File: src/shared/power_mode_map.svh
/*
 * Offsets, field positions, reset values and timing counts of the
 * power-mode and bus-strobe control block.
 * Assumes an 8-bit register port and one clock at the oscillator rate.
 */
`ifndef POWER_MODE_MAP_SVH
`define POWER_MODE_MAP_SVH

// register offsets
`define PWR_CTRL_ADDR 8'h87
`define IRQ_CFG_ADDR 8'h88
`define AUX_CONTROL_ADDR 8'h8E
`define STATUS_ADDR 8'h8F

// pwr_ctrl fields
`define PWR_IDLE_BIT 0
`define PWR_DOWN_BIT 1
`define PWR_PCA_IDLE_RUN_BIT 2

// irq_cfg fields
`define IRQ_EN0_BIT 0
`define IRQ_EN1_BIT 1
`define IRQ_LVL0_BIT 2
`define IRQ_LVL1_BIT 3

// aux_control fields and reset values
`define AUX_EMISSION_BIT 0
`define AUX_RESET 8'h00
`define IRQ_CFG_RESET 4'h0

// machine cycle: six states of two oscillator periods each
`define SLOT_LAST 3'h5
`define ALE_SLOT_A 3'h0
`define ALE_SLOT_B 3'h3
`define MC_OSC_PERIODS 12
`define RST_HOLD_MC 2

`endif

File: src/shared/power_mode_pkg.sv
/*
 * Types of the power-mode and bus-strobe control block.
 * Assumes power_mode_map.svh is on the include path.
 */
package power_mode_pkg;
`include "power_mode_map.svh"

   // operating modes, gray coded along run-idle-reset and run-down-wake
   typedef enum logic [2:0] {
      RUN_M = 3'h0,
      IDLE_M = 3'h1,
      IDLE_RST_M = 3'h3,
      PD_M = 3'h2,
      PD_WAKE_M = 3'h6,
      ONCE_M = 3'h7
   } mode_t;

   // complete state of the block
   typedef struct packed {
      mode_t mode;
      logic phase;
      logic [2:0] slot;
      logic xmc;
      logic [4:0] rst_cnt;
      logic core_rst;
      logic ea_lat;
      logic emission_reduction;
      logic pca_idle_run;
      logic [3:0] irq_cfg;
      logic [7:0] rdata;
      logic wake;
      logic [1:0] ea_s;
      logic [1:0] rp_s;
      logic [1:0] i0_s;
      logic [1:0] i1_s;
      logic [1:0] ale_s;
      logic [1:0] program_store_strobe_s;
   } st_t;

endpackage

File: src/verilog/power_mode_bus_strobe_ctrl.sv
/*
 * Power-mode, reset and external bus strobe control of an 8-bit
 * microcontroller: address-latch and program-store strobes, external
 * access select, idle, power-down, emulation test mode, emission reduction.
 * Assumes clk is the oscillator input, rst a power-on reset, and a core
 * that reports external data cycles and enabled interrupts on plain ports.
 */
// Design decision made here: the address-and-strobe port.
//
// Behaviour
// [RULE_01] address-latch strobe at one sixth oscillator rate
// [RULE_02] one address-latch pulse dropped per data access
// [RULE_03] program strobe twice per cycle, two skipped
// [RULE_04] select low fetches all code externally
// [RULE_05] lock bits latch select level at reset
// [RULE_06] divide-by-two stage clocks internal timing
// [RULE_07] idle stops execution, keeps registers and RAM
// [RULE_08] idle ends on reset or enabled interrupt
// [RULE_09] counter array runs or pauses in idle
// [RULE_10] power-down stops oscillator, retains contents
// [RULE_11] power-down exit by reset or external interrupt
// [RULE_12] party holds wake signal until oscillator settles
// [RULE_13] level interrupt low restarts, high completes exit
// [RULE_14] resume after instruction that requested power-down
// [RULE_15] reset from idle blocks RAM two cycles
// [RULE_16] avoid port writes right after idle request
// [RULE_17] strobe held low through reset enters emulation
// [RULE_18] emulation floats port0, weak pulls strobes
// [RULE_19] aux bit zero suppresses address-latch on fetches
// [RULE_20] suppression holds until cleared or reset
// [RULE_21] strobe and port states in idle, power-down
// [RULE_22] reset pin two machine cycles resets device
// [RULE_23] machine cycle is twelve oscillator periods
`timescale 1ns/1ps
`include "power_mode_map.svh"

module power_mode_bus_strobe_ctrl
   import power_mode_pkg::*;
#(
   parameter int RST_HOLD_MC = `RST_HOLD_MC
) (
   input wire logic clk, // oscillator input
   input wire logic rst, // power-on reset, async, active high
   input wire logic [7:0] reg_addr, // register address
   input wire logic [7:0] reg_wdata, // register write data
   input wire logic reg_wr, // register write strobe
   input wire logic reg_rd, // register read strobe
   output logic [7:0] reg_rdata, // read data, cycle after strobe
   input wire logic reset_pin, // reset pin level
   input wire logic external_access_select, // select pin level
   input wire logic [1:0] lock_bits, // program lock bits, same clock
   input wire logic ext_irq_zero_n, // external interrupt zero pin
   input wire logic ext_irq_one_n, // external interrupt one pin
   input wire logic irq_pending, // enabled interrupt raised by core
   input wire logic xdata_req, // core: next machine cycle is a data access
   input wire logic ale_i, // address-latch pin level
   output logic ale_o, // address-latch drive value
   output logic ale_oe, // address-latch driven
   output logic ale_weak_pu, // address-latch weak pullup on
   input wire logic program_store_strobe_n_i, // program strobe pin level
   output logic program_store_strobe_n_o, // program strobe drive value, low active
   output logic program_store_strobe_n_oe, // program strobe driven
   output logic program_store_strobe_weak_pu, // program strobe weak pullup on
   output logic osc_run, // oscillator enabled
   output logic state_tick, // one-cycle enable per machine state
   output logic mc_start, // one-cycle pulse at machine cycle start
   output logic cpu_run, // core may execute
   output logic ram_inhibit, // block internal RAM access
   output logic sfr_reset, // reset of special function registers
   output logic wake_pulse, // power-down left by interrupt
   output logic pca_run, // counter array clock enable
   output logic code_external, // fetch code from external memory
   output logic port0_float, // port 0 floats
   output logic port2_addr, // port 2 carries address, else data
   output logic once_mode // emulation test mode active
);

   localparam int RST_CLKS = `MC_OSC_PERIODS * RST_HOLD_MC;
   localparam logic [4:0] RST_LAST = 5'(RST_CLKS - 1);

   // elaboration check: hold count must fit its counter
   generate
      if (RST_HOLD_MC < 1 || RST_CLKS > 31) begin : g_bad_hold
         $error("RST_HOLD_MC out of range");
      end
   endgenerate

   st_t s_r;
   st_t s_nxt;
   logic osc_on;
   logic tick;
   logic ea_eff;
   logic irq_low;
   logic run_ok;
   logic ale_pulse;
   logic program_store_strobe_act;

   // register address match, shared by write and read decode
   function automatic logic hit(input logic [7:0] a, input logic [7:0] r);
      hit = (a == r);
   endfunction

   ////////////////////////////////////////////////////////////////////////
   // derived levels

   // oscillator stops only in power-down proper
   assign osc_on = (s_r.mode != PD_M); // see [RULE_10]
   // divide-by-two: one machine state every second oscillator period
   assign tick = osc_on & s_r.phase; // see [RULE_06]
   // lock bits freeze the select level taken at reset
   assign ea_eff = (|lock_bits) ? s_r.ea_lat : s_r.ea_s[1]; // see [RULE_05]
   // level-triggered external interrupt held low and enabled
   assign irq_low = (s_r.irq_cfg[`IRQ_EN0_BIT] & s_r.irq_cfg[`IRQ_LVL0_BIT] & ~s_r.i0_s[1])
      | (s_r.irq_cfg[`IRQ_EN1_BIT] & s_r.irq_cfg[`IRQ_LVL1_BIT] & ~s_r.i1_s[1]); // see [RULE_13]
   assign run_ok = (s_r.mode == RUN_M) & ~s_r.core_rst;
   // two address-latch states per machine cycle, second dropped on data access
   assign ale_pulse = (s_r.slot == `ALE_SLOT_A)
      | ((s_r.slot == `ALE_SLOT_B) & ~s_r.xmc); // see [RULE_01] [RULE_02]
   // program strobe low in two pairs of states, none on data access
   assign program_store_strobe_act = (s_r.slot != `ALE_SLOT_A) & (s_r.slot != `ALE_SLOT_B)
      & ~s_r.xmc; // see [RULE_03]

   ////////////////////////////////////////////////////////////////////////
   // next state

   always_comb begin
      s_nxt = s_r;
      // two-flop synchronisers on every pin
      s_nxt.ea_s = {s_r.ea_s[0], external_access_select};
      s_nxt.rp_s = {s_r.rp_s[0], reset_pin};
      s_nxt.i0_s = {s_r.i0_s[0], ext_irq_zero_n};
      s_nxt.i1_s = {s_r.i1_s[0], ext_irq_one_n};
      s_nxt.ale_s = {s_r.ale_s[0], ale_i};
      s_nxt.program_store_strobe_s = {s_r.program_store_strobe_s[0], program_store_strobe_n_i};
      s_nxt.wake = 1'b0;
      s_nxt.rdata = 8'h00;

      // machine state sequencer, twelve oscillator periods a cycle
      if (osc_on) begin
         s_nxt.phase = ~s_r.phase; // see [RULE_06]
      end
      if (tick) begin
         if (s_r.slot == `SLOT_LAST) begin
            s_nxt.slot = 3'h0; // see [RULE_23]
            s_nxt.xmc = xdata_req & run_ok;
         end else begin
            s_nxt.slot = s_r.slot + 3'h1;
         end
      end

      // reset pin must stand two machine cycles with oscillator running
      if (s_r.rp_s[1] & osc_on) begin
         if (s_r.rst_cnt != RST_LAST) begin
            s_nxt.rst_cnt = s_r.rst_cnt + 5'h01;
         end else begin
            s_nxt.core_rst = 1'b1; // see [RULE_22]
         end
      end else begin
         s_nxt.rst_cnt = 5'h00;
         if (~s_r.rp_s[1]) begin
            s_nxt.core_rst = 1'b0;
         end
      end

      // register writes, only while the core runs
      if (reg_wr & run_ok) begin
         if (hit(reg_addr, `AUX_CONTROL_ADDR)) begin
            // suppression stays until written back to zero or internal reset
            s_nxt.emission_reduction = reg_wdata[`AUX_EMISSION_BIT]; // see [RULE_19] [RULE_20]
         end else if (hit(reg_addr, `IRQ_CFG_ADDR)) begin
            s_nxt.irq_cfg = reg_wdata[3:0];
         end else if (hit(reg_addr, `PWR_CTRL_ADDR)) begin
            s_nxt.pca_idle_run = reg_wdata[`PWR_PCA_IDLE_RUN_BIT]; // see [RULE_09]
         end
      end

      // register reads, data in the following cycle only
      if (reg_rd) begin
         if (hit(reg_addr, `AUX_CONTROL_ADDR)) begin
            s_nxt.rdata = {7'h00, s_r.emission_reduction};
         end else if (hit(reg_addr, `IRQ_CFG_ADDR)) begin
            s_nxt.rdata = {4'h0, s_r.irq_cfg};
         end else if (hit(reg_addr, `PWR_CTRL_ADDR)) begin
            s_nxt.rdata = {5'h00, s_r.pca_idle_run, 2'h0};
         end else if (hit(reg_addr, `STATUS_ADDR)) begin
            s_nxt.rdata = {2'h0, s_r.core_rst, (s_r.mode == ONCE_M), ea_eff, s_r.mode};
         end else begin
            s_nxt.rdata = 8'h00;
         end
      end

      // mode sequencer
      case (s_r.mode)
         RUN_M: begin
            // power-down request wins over idle in the same write
            if (reg_wr & run_ok & hit(reg_addr, `PWR_CTRL_ADDR)) begin
               if (reg_wdata[`PWR_DOWN_BIT]) begin
                  s_nxt.mode = PD_M; // see [RULE_10]
               end else if (reg_wdata[`PWR_IDLE_BIT]) begin
                  s_nxt.mode = IDLE_M; // see [RULE_07]
               end
            end
         end
         IDLE_M: begin
            if (s_r.rp_s[1]) begin
               s_nxt.mode = IDLE_RST_M; // see [RULE_15]
            end else if (irq_pending | irq_low) begin
               s_nxt.mode = RUN_M; // see [RULE_08]
            end
         end
         IDLE_RST_M: begin
            // core runs on with RAM blocked until the reset takes over
            if (s_nxt.core_rst | ~s_r.rp_s[1]) begin
               s_nxt.mode = RUN_M; // see [RULE_15]
            end
         end
         PD_M: begin
            // reset pin or level interrupt restarts the oscillator
            if (s_r.rp_s[1] | irq_low) begin
               s_nxt.mode = PD_WAKE_M; // see [RULE_11] [RULE_13]
            end
         end
         PD_WAKE_M: begin
            if (s_r.core_rst) begin
               s_nxt.mode = RUN_M; // see [RULE_11]
            end else if (~s_r.rp_s[1] & ~irq_low) begin
               // release of the interrupt pin completes the exit
               s_nxt.mode = RUN_M; // see [RULE_13]
               s_nxt.wake = 1'b1; // see [RULE_14]
            end
         end
         ONCE_M: begin
            if (s_nxt.core_rst) begin
               s_nxt.mode = RUN_M; // see [RULE_18]
            end
         end
         default: begin
            s_nxt.mode = RUN_M;
         end
      endcase

      // internal reset clears registers but leaves RAM alone
      if (s_r.core_rst) begin
         s_nxt.emission_reduction = 1'b0; // see [RULE_19] [RULE_11]
         s_nxt.pca_idle_run = 1'b0;
         s_nxt.irq_cfg = `IRQ_CFG_RESET;
         s_nxt.mode = RUN_M;
         s_nxt.xmc = 1'b0;
         if (~s_nxt.core_rst) begin
            // release: take the select strap, check for emulation entry
            s_nxt.ea_lat = s_r.ea_s[1]; // see [RULE_05]
            if (~s_r.ale_s[1] & s_r.program_store_strobe_s[1]) begin
               s_nxt.mode = ONCE_M; // see [RULE_17]
            end
         end
      end
   end

   // state register
   always_ff @(posedge clk or posedge rst) begin
      if (rst) begin
         s_r <= '{mode: RUN_M, phase: 1'b0, slot: 3'h0, xmc: 1'b0, rst_cnt: 5'h00,
            core_rst: 1'b1, ea_lat: 1'b1, emission_reduction: 1'b0, pca_idle_run: 1'b0,
            irq_cfg: `IRQ_CFG_RESET, rdata: `AUX_RESET, wake: 1'b0, ea_s: 2'h0,
            rp_s: 2'h3, i0_s: 2'h3, i1_s: 2'h3, ale_s: 2'h3, program_store_strobe_s: 2'h3};
      end else begin
         s_r <= s_nxt;
      end
   end

   ////////////////////////////////////////////////////////////////////////
   // outputs

   // core and system controls
   assign reg_rdata = s_r.rdata;
   assign osc_run = osc_on;
   assign state_tick = tick;
   assign mc_start = tick & (s_r.slot == `SLOT_LAST);
   assign cpu_run = run_ok | (s_r.mode == IDLE_RST_M); // see [RULE_07] [RULE_15]
   assign ram_inhibit = (s_r.mode == IDLE_RST_M); // see [RULE_15]
   assign sfr_reset = s_r.core_rst; // see [RULE_22]
   assign wake_pulse = s_r.wake; // see [RULE_14]
   assign pca_run = osc_on & (((s_r.mode != IDLE_M) & (s_r.mode != IDLE_RST_M))
      | s_r.pca_idle_run); // see [RULE_09]
   assign code_external = ~ea_eff; // see [RULE_04]
   assign once_mode = (s_r.mode == ONCE_M);
   assign port0_float = once_mode | (code_external & (s_r.mode != RUN_M)); // see [RULE_21] [RULE_18]
   assign port2_addr = code_external & ((s_r.mode == IDLE_M) | (s_r.mode == IDLE_RST_M)); // see [RULE_21]

   // strobe pin drive per mode
   always_comb begin
      ale_o = 1'b1;
      ale_oe = 1'b1;
      ale_weak_pu = 1'b0;
      program_store_strobe_n_o = 1'b1;
      program_store_strobe_n_oe = 1'b1;
      program_store_strobe_weak_pu = 1'b0;
      if (s_r.core_rst | once_mode) begin
         // released to weak pullups so the emulator can pull them
         ale_oe = 1'b0; // see [RULE_18]
         ale_weak_pu = 1'b1;
         program_store_strobe_n_oe = 1'b0;
         program_store_strobe_weak_pu = 1'b1;
      end else if ((s_r.mode == PD_M) | (s_r.mode == PD_WAKE_M)) begin
         ale_o = 1'b0; // see [RULE_21]
         program_store_strobe_n_o = 1'b0;
      end else if (s_r.mode == RUN_M) begin
         if (s_r.emission_reduction & ~s_r.xmc) begin
            // code fetch cycle with suppression: weak high only
            ale_oe = 1'b0; // see [RULE_19]
            ale_weak_pu = 1'b1;
         end else begin
            ale_o = ale_pulse; // see [RULE_01] [RULE_02]
         end
         program_store_strobe_n_o = ~(program_store_strobe_act & code_external); // see [RULE_03]
      end
   end

   ////////////////////////////////////////////////////////////////////////
   // assertions

   // second pulse of a cycle is followed by a pulse six periods later
   a_ale_rate: assert property (@(posedge clk)
      disable iff (rst || s_r.core_rst || s_r.mode != RUN_M || s_r.emission_reduction)
      $rose(ale_o) && s_r.slot == `ALE_SLOT_B
      |-> ale_o [*2] ##1 !ale_o [*4] ##1 ale_o) // see [RULE_01]
      else $error("address-latch strobe not at one sixth rate");

   // data access drops the second pulse
   a_ale_skip: assert property (@(posedge clk)
      disable iff (rst || s_r.core_rst || s_r.mode != RUN_M || s_r.emission_reduction)
      $rose(s_r.xmc) && s_r.slot == 3'h0 |-> ##6 !ale_o ##1 !ale_o) // see [RULE_02]
      else $error("address-latch pulse not skipped on data access");

   // program strobe quiet through a data access cycle
   a_program_store_strobe_skip: assert property (@(posedge clk) disable iff (rst)
      run_ok && s_r.xmc |-> program_store_strobe_n_o && program_store_strobe_n_oe) // see [RULE_03]
      else $error("program strobe active during data access");

   // external fetch: strobe goes low two periods after cycle start
   a_program_store_strobe_twice: assert property (@(posedge clk)
      disable iff (rst || s_r.core_rst || s_r.mode != RUN_M)
      $rose(ale_o) && s_r.slot == `ALE_SLOT_A && code_external && !s_r.xmc
      |-> ##2 !program_store_strobe_n_o ##4 program_store_strobe_n_o ##2 !program_store_strobe_n_o) // see [RULE_03]
      else $error("program strobe not twice per cycle");

   // locked part uses the select level taken at reset
   a_ea_latch: assert property (@(posedge clk) disable iff (rst)
      (|lock_bits) && $past(|lock_bits) && !s_r.core_rst && !$past(s_r.core_rst)
      |-> $stable(code_external)) // see [RULE_05] [RULE_04]
      else $error("select level not latched");

   // state sequencer advances once per two periods
   a_div_two: assert property (@(posedge clk) disable iff (rst)
      osc_on && !s_r.phase && $past(osc_on) |=> s_r.slot == $past(s_r.slot)) // see [RULE_06]
      else $error("machine state advanced on odd period");

   // idle holds strobes high; power-down stops and drives low
   a_idle_strobes: assert property (@(posedge clk) disable iff (rst)
      s_r.mode == IDLE_M && !s_r.core_rst |-> ale_o && ale_oe && program_store_strobe_n_o && !cpu_run) // see [RULE_21] [RULE_07]
      else $error("idle strobe state wrong");
   a_pd_state: assert property (@(posedge clk) disable iff (rst)
      s_r.mode == PD_M |-> !osc_run && !ale_o && !program_store_strobe_n_o && !cpu_run && !pca_run) // see [RULE_10] [RULE_21]
      else $error("power-down state wrong");

   // reset takes effect after the full hold time
   a_rst_hold: assert property (@(posedge clk) disable iff (rst)
      $rose(s_r.core_rst) |-> $past(s_r.rst_cnt) == RST_LAST) // see [RULE_22]
      else $error("internal reset before hold time");

   // suppression keeps the strobe undriven during fetch cycles
   a_rfi_ale: assert property (@(posedge clk) disable iff (rst)
      run_ok && s_r.emission_reduction && !s_r.xmc |-> !ale_oe && ale_weak_pu) // see [RULE_19] [RULE_20]
      else $error("address-latch strobe not suppressed");

   // reset out of idle blocks RAM while the core runs on
   a_idle_ram: assert property (@(posedge clk) disable iff (rst)
      s_r.mode == IDLE_M && s_r.rp_s[1] |=> ram_inhibit && cpu_run) // see [RULE_15] [RULE_08]
      else $error("RAM not blocked on reset from idle");

   // pin release after wake completes exit with one wake pulse
   a_pd_wake: assert property (@(posedge clk) disable iff (rst)
      s_r.mode == PD_WAKE_M && !s_r.core_rst && !s_r.rp_s[1] && !irq_low
      |=> s_r.mode == RUN_M && wake_pulse ##1 !wake_pulse) // see [RULE_13] [RULE_14]
      else $error("power-down exit by interrupt wrong");

endmodule // power_mode_bus_strobe_ctrl

File: config.mk
export PLATFORM = sky130hd
export DESIGN_NAME = power_mode_bus_strobe_ctrl
export DESIGN_NICKNAME = d
export VERILOG_FILES = /design/src/shared/power_mode_pkg.sv /design/src/verilog/power_mode_bus_strobe_ctrl.sv
export VERILOG_INCLUDE_DIRS = /design/src /design/src/shared
export SDC_FILE = /design/constraint.sdc
export NUM_CORES = 1
export LEC_CHECK = 0
export ABC_CLOCK_PERIOD_IN_PS = 3500
export BUFFER_PORTS_ARGS = -buffer_cell sky130_fd_sc_hd__buf_2
export CAP_MARGIN = 20
export CORE_UTILIZATION = 25
export DETAILED_ROUTE_END_ITERATION = 6
export PLACE_DENSITY = 0.43
export SLEW_MARGIN = 20
export SYNTH_ARGS = -nofsm -noshare
export SYNTH_HDL_FRONTEND = slang
export SYNTH_SLANG_ARGS = --single-unit
File: constraint.sdc
create_clock -name clk -period 3.5 [get_ports clk]
set_clock_uncertainty 0.05 [all_clocks]
set_input_delay 0.175 -clock clk [delete_from_list [all_inputs] [get_ports clk]]
set_output_delay 0.175 -clock clk [all_outputs]
set_load 0.05 [all_outputs]
## After elaboration in Yosys (flattened, before gate mapping)

Cells that the tools add are included.

| storage, ports and cells | value |
|---|---|
| bits in registers | 42 |
| logic and storage cells | 161 |

| operators by class | value |
|---|---|
| equality and inequality tests | 26 |
| reductions and logical operators | 17 |
| muxes and demuxes | 54 |
| add/subtract/negate cells | 2 |
| bitwise logic cells | 44 |

Operator list:

| cell | count |
|---|---|
| 2-to-1 mux 6 bit | 8 |
| 2-to-1 mux 3 bit | 13 |
| == test 8 bit (second input constant) | 4 |
| 2-to-1 mux 1 bit | 29 |
| AND 1 bit | 22 |
| one-hot mux 3 bit (6 select lines) | 1 |
| inequality test 3 x 2 -> 1 bit (second input constant) | 4 |
| nonzero test 2 bit | 6 |
| inverter 1 bit | 11 |
| bitwise OR 1 bit | 11 |
| 2-to-1 mux 5 bit | 2 |
| == test 3 x 2 -> 1 bit (second input constant) | 3 |
| == test 3 bit (second input constant) | 3 |
| inequality test 3 x 1 -> 1 bit (second input constant) | 3 |
| inequality test 4 bit (second input constant) | 2 |
| AND reduction 7 bit | 1 |
| zero test 3 bit | 2 |
| inequality test 3 bit (second input constant) | 2 |
| AND reduction 2 bit | 3 |
| nonzero test 3 bit | 2 |
| adder 5 x 1 -> 5 bit (second input constant) | 1 |
| inequality test 5 bit (second input constant) | 1 |
| 2-to-1 mux 4 bit | 1 |
| inequality test 2 bit (second input constant) | 2 |
| other kinds (6) | 6 |

## Depth between registers and ports, before layout

| logic depth | value |
|---|---|
| word-level depth | 8 |
| depth in mapped cells | 7 |
| depth with buffers taken out | 6 |

## Least setup slack after synthesis

Ideal clock, no wire load.

| path | value |
|---|---|
| kind | reg-to-reg |
| start point | reg s_r[40] (netlist name) |
| end point | reg s_r[34] (netlist name) |
| arrival | 2.951 ns |
| slack | 0.418 ns |
| setup time | 0.081 ns |
| cell stages (with the launch flop) | 7 |
| data required time | 3.369 ns |
| buffers on the path | 2 |
| path through | dfrtp_1 > clkbuf_1 > or3b_2 > clkbuf_1 > nand2_1 > nor3_1 > mux2i_1 |

| between the ends | value |
|---|---|
| elaborated cells between the ends (all ways) | 10 |

RTL lines:

| what | line | text |
|---|---|---|
| start, declared | power_mode_bus_strobe_ctrl.sv:88 | `st_t s_r;` |
| start signal, assigned | power_mode_bus_strobe_ctrl.sv:262 | `s_r <= '{mode: RUN_M, phase: 1'b0, slot: 3'h0, xmc: 1'b0, rst_cnt: 5'h00,` |
| start signal, assigned | power_mode_bus_strobe_ctrl.sv:267 | `s_r <= s_nxt;` |
| inequality test 3 x 2 -> 1 bit | power_mode_bus_strobe_ctrl.sv:107 | `assign osc_on = (s_r.mode != PD_M);` |
| named net osc_run | power_mode_bus_strobe_ctrl.sv:64 | `output logic osc_run,` |
| AND 1 bit | power_mode_bus_strobe_ctrl.sv:109 | `assign tick = osc_on & s_r.phase;` |
| nonzero test 2 bit (no line) | n/a |  |
| AND reduction 2 bit (no line) | n/a |  |

The timed path passes the listed nets, and every way through them passes these cells. The select of a mux whose other input is x is not followed.
A chain may end at the register's enable or synchronous reset.

## Final worst setup path

| path | value |
|---|---|
| start point | reg s_r[40] (netlist name) |
| end point | out mc_start |

| between the ends | value |
|---|---|
| cells in the longest elaborated chain, start to end | 3 |

RTL lines:

| what | line | text |
|---|---|---|
| inequality test 3 x 2 -> 1 bit | power_mode_bus_strobe_ctrl.sv:107 |  |
| AND 1 bit | power_mode_bus_strobe_ctrl.sv:109 |  |
| AND 1 bit | power_mode_bus_strobe_ctrl.sv:278 | `` assign mc_start = tick & (s_r.slot == `SLOT_LAST); `` |
| end, declared | power_mode_bus_strobe_ctrl.sv:66 | `output logic mc_start,` |

No other way between the ends.

==> reports/qor.yml <==
syn_inst: 211
rows: 32
post-synth-top-area-fraction_pct: 34.1
yosys_warnings: 0
fp.coreArea_um2: 7850
crit_family: "simple AND/OR/NAND/NOR gates"
gr-total-overflow: 0
finalHoldViolCount: 0
slowest_delay_ns: 0.67
arrival_ns: 2.03
dieWidth_um: 92.7
synth_edf_count: 0
htree_levels: 2
synthTopCellsByArea: "dfrtp_1 (34%), dfstp_2 (15%), nor2_1 (3.8%)"
antenna_cells: 0
required_ns: 3.27
dp_worst_setup_slack_ns: 1.37
wl_um: 4880
stdcell_area_um2: 2510
ys_top_cells_by_count: "dfrtp_1 (28), nor2_1 (21), nand2_1 (14)"
post_cts_resized: 0
yosys.cell_types.count: 49
slowest_stage: "dfrtp_1"
min_path_type: "in2reg"
worstMarginPinSlew_ns: 0.923
placedInstanceArea_um2: 2330
rsz0062_at_grt: "false"
clkLatencyLatePin_ns: 0.29
tritoncts: "done"
r2r_slack_ns: 1.39
drtAntennaViolNets: 0
die_area_um2: 8590
clk_pin_slew_ns: 0.08
cts.sinks: 40
max_clock_freq_ghz: 0.443
syn-cell-area_um2: 2060
power.leakage_uw: 0.00114
vdd_drop_max_mv: 0.447
synth_top_cell_by_area: "dfrtp_1"
postSynthAreaPerCell_um2: 9.75
gp_congestion: 0.780
antenna_found_initial: 0
critPathKind: "reg2out"
layout-drive-gt1-share_pct: 31.9
synth_seq_cells: 40
place.port_buffers: 49
finalSetupViolations: 0
dr.pass1.iters: 4
final-max-slew-violation-count: 0
fin_ws_ns: 1.24
period_minus_slack_ns: 2.26
grtUsageTotal_pct: 12.5
critPathBufInv: 1
grt_max_degree: 26
wl_per_cell_um: 13.6
vias_per_cell: 4.60
fin_setup_tns_ns: 0
cp_cell_sequence: "or3b_2 > nand2_1 > nor3_1 > buf_2"
first_global_vias: 1626
root_buffer: "clkbuf_8"
cts_buffers: 5
period_share_pct: 64.5
drv_cap: 0
yosysSeqAreaShare_pct: 49.4
ios: 56
start_util_pct: 26.2
startpoint_type: "register"
async_reset_ff_share_pct: 100
synth_ff_type: "dfrtp_1"
status: "completed"
nets: 288
path_max_fanout: 17
vias: 1652
yosysMostFrequentCell: "dfrtp_1"
drtIter0Drc: 53
grt_pass1_wl_um: 8250
crit_path_end_kind: "primary output"
area_growth_pct: 22.1
dp_hpwl_um: 3700
powerDensity_nw_per_um2: 736
slew_headroom_pct: 38.1
clock_path_buffers: 2
utilization_pct: 32.0
die_h_um: 92.7
drc_errors: 0
logic make-up (layout without fill, tap and decap cells):
family | after synthesis | after routing | synth area share [%]
AND/OR/NAND/NOR | 86 | 86 | 22.4
adder cells (fa/ha/maj) | 2 | 2 | 1.22
multiplexers | 8 | 8 | 4.62
buffers and inverters | 32 | 77 | 7.36
flip-flops | 40 | 40 | 49.4
other | 1 | 2 | 0.182
XOR/XNOR | 4 | 4 | 1.70
AO/OA/AOI/OAI | 38 | 38 | 13.1
layout by cell type (no fill, tap or decap), drive strengths merged, types with 3 or more instances in the layout:
| master | n |
|---|---|
| buf | 50 |
| dfrtp | 28 |
| nor2 | 21 |
| nand2 | 14 |
| a21oi | 12 |
| dfstp | 12 |
| nand3 | 11 |
| inv | 11 |
| o21ai | 10 |
| nor3 | 9 |
| nor2b | 8 |
| dlygate4sd3 | 7 |
| clkbuf | 6 |
| mux2 | 6 |
| or3 | 3 |
| and2 | 3 |
through the flow:
step | hold slack (ns) | instances | total power, uW
2_1_floorplan | 0.129 | 212 | 1310
3_3_place_gp | 0.231 | 344 | 1490
3_5_place_dp | 0.232 | 344 | 1490
4_1_cts | 0.0806 | 358 | 1880
5_1_grt | 0.0887 | 359 | 1970
6_report | 0.0830 | 359 | 1850
flip-flops by register name (all words and copies together), names as in the netlist:
signal	count
s_nxt	6
wake_pulse	1
reg_rdata	6
sfr_reset	1
s_r	26
power breakdown:
part,total [uW],internal [uW],switching (uW),leakage [uW]
registers,651,535,116,0.000486
clock network,369,212,157,0.0000552
logic,830,281,548,0.000597
total,1850,1030,821,0.00114
metal layers:
| layer | vias up | track usage, % | wire (um) |
|---|---|---|---|
| met5 | - | 0 | 0 |
| met4 | 0 | 3.85 | 63 |
| met3 | 6 | 2.71 | 206 |
| met2 | 46 | 18.9 | 2170 |
| met1 | 783 | 17.7 | 2450 |
| li1 | 817 | - | - |
area by class of cell:
class,instances,area [um^2]
fillers,864,5340
clock buffers,6,72.6
clock inverters,2,35.0
flip-flops and latches,40,1020
inverters,12,45.0
repair buffers,57,323
multi-input cells,140,893
well taps,102,128
worst min-delay path, cell delays in order:
cell	delay, ns
buf_2	0.08
nand3_1	0.05
o21ai_0	0.08
final timing paths:
kind,start,to,cells after the start
max in group asynchronous,rst,s_nxt[3],4
min in group asynchronous,rst,s_r[39],3
worst min-delay path,reg_wdata[3],s_r[24],3
worst max register to register,s_r[39],s_r[25],4
worst min register to register,s_nxt[9],s_r[9],0
worst max-delay path,s_r[40],mc_start,4
repair_timing:
item                      in CTS  in global routing
setup buffers                  0                  0
hold buffers                   6                  1
hold endpoints to repair       6                 17
(Power assumes the default switching activity.)
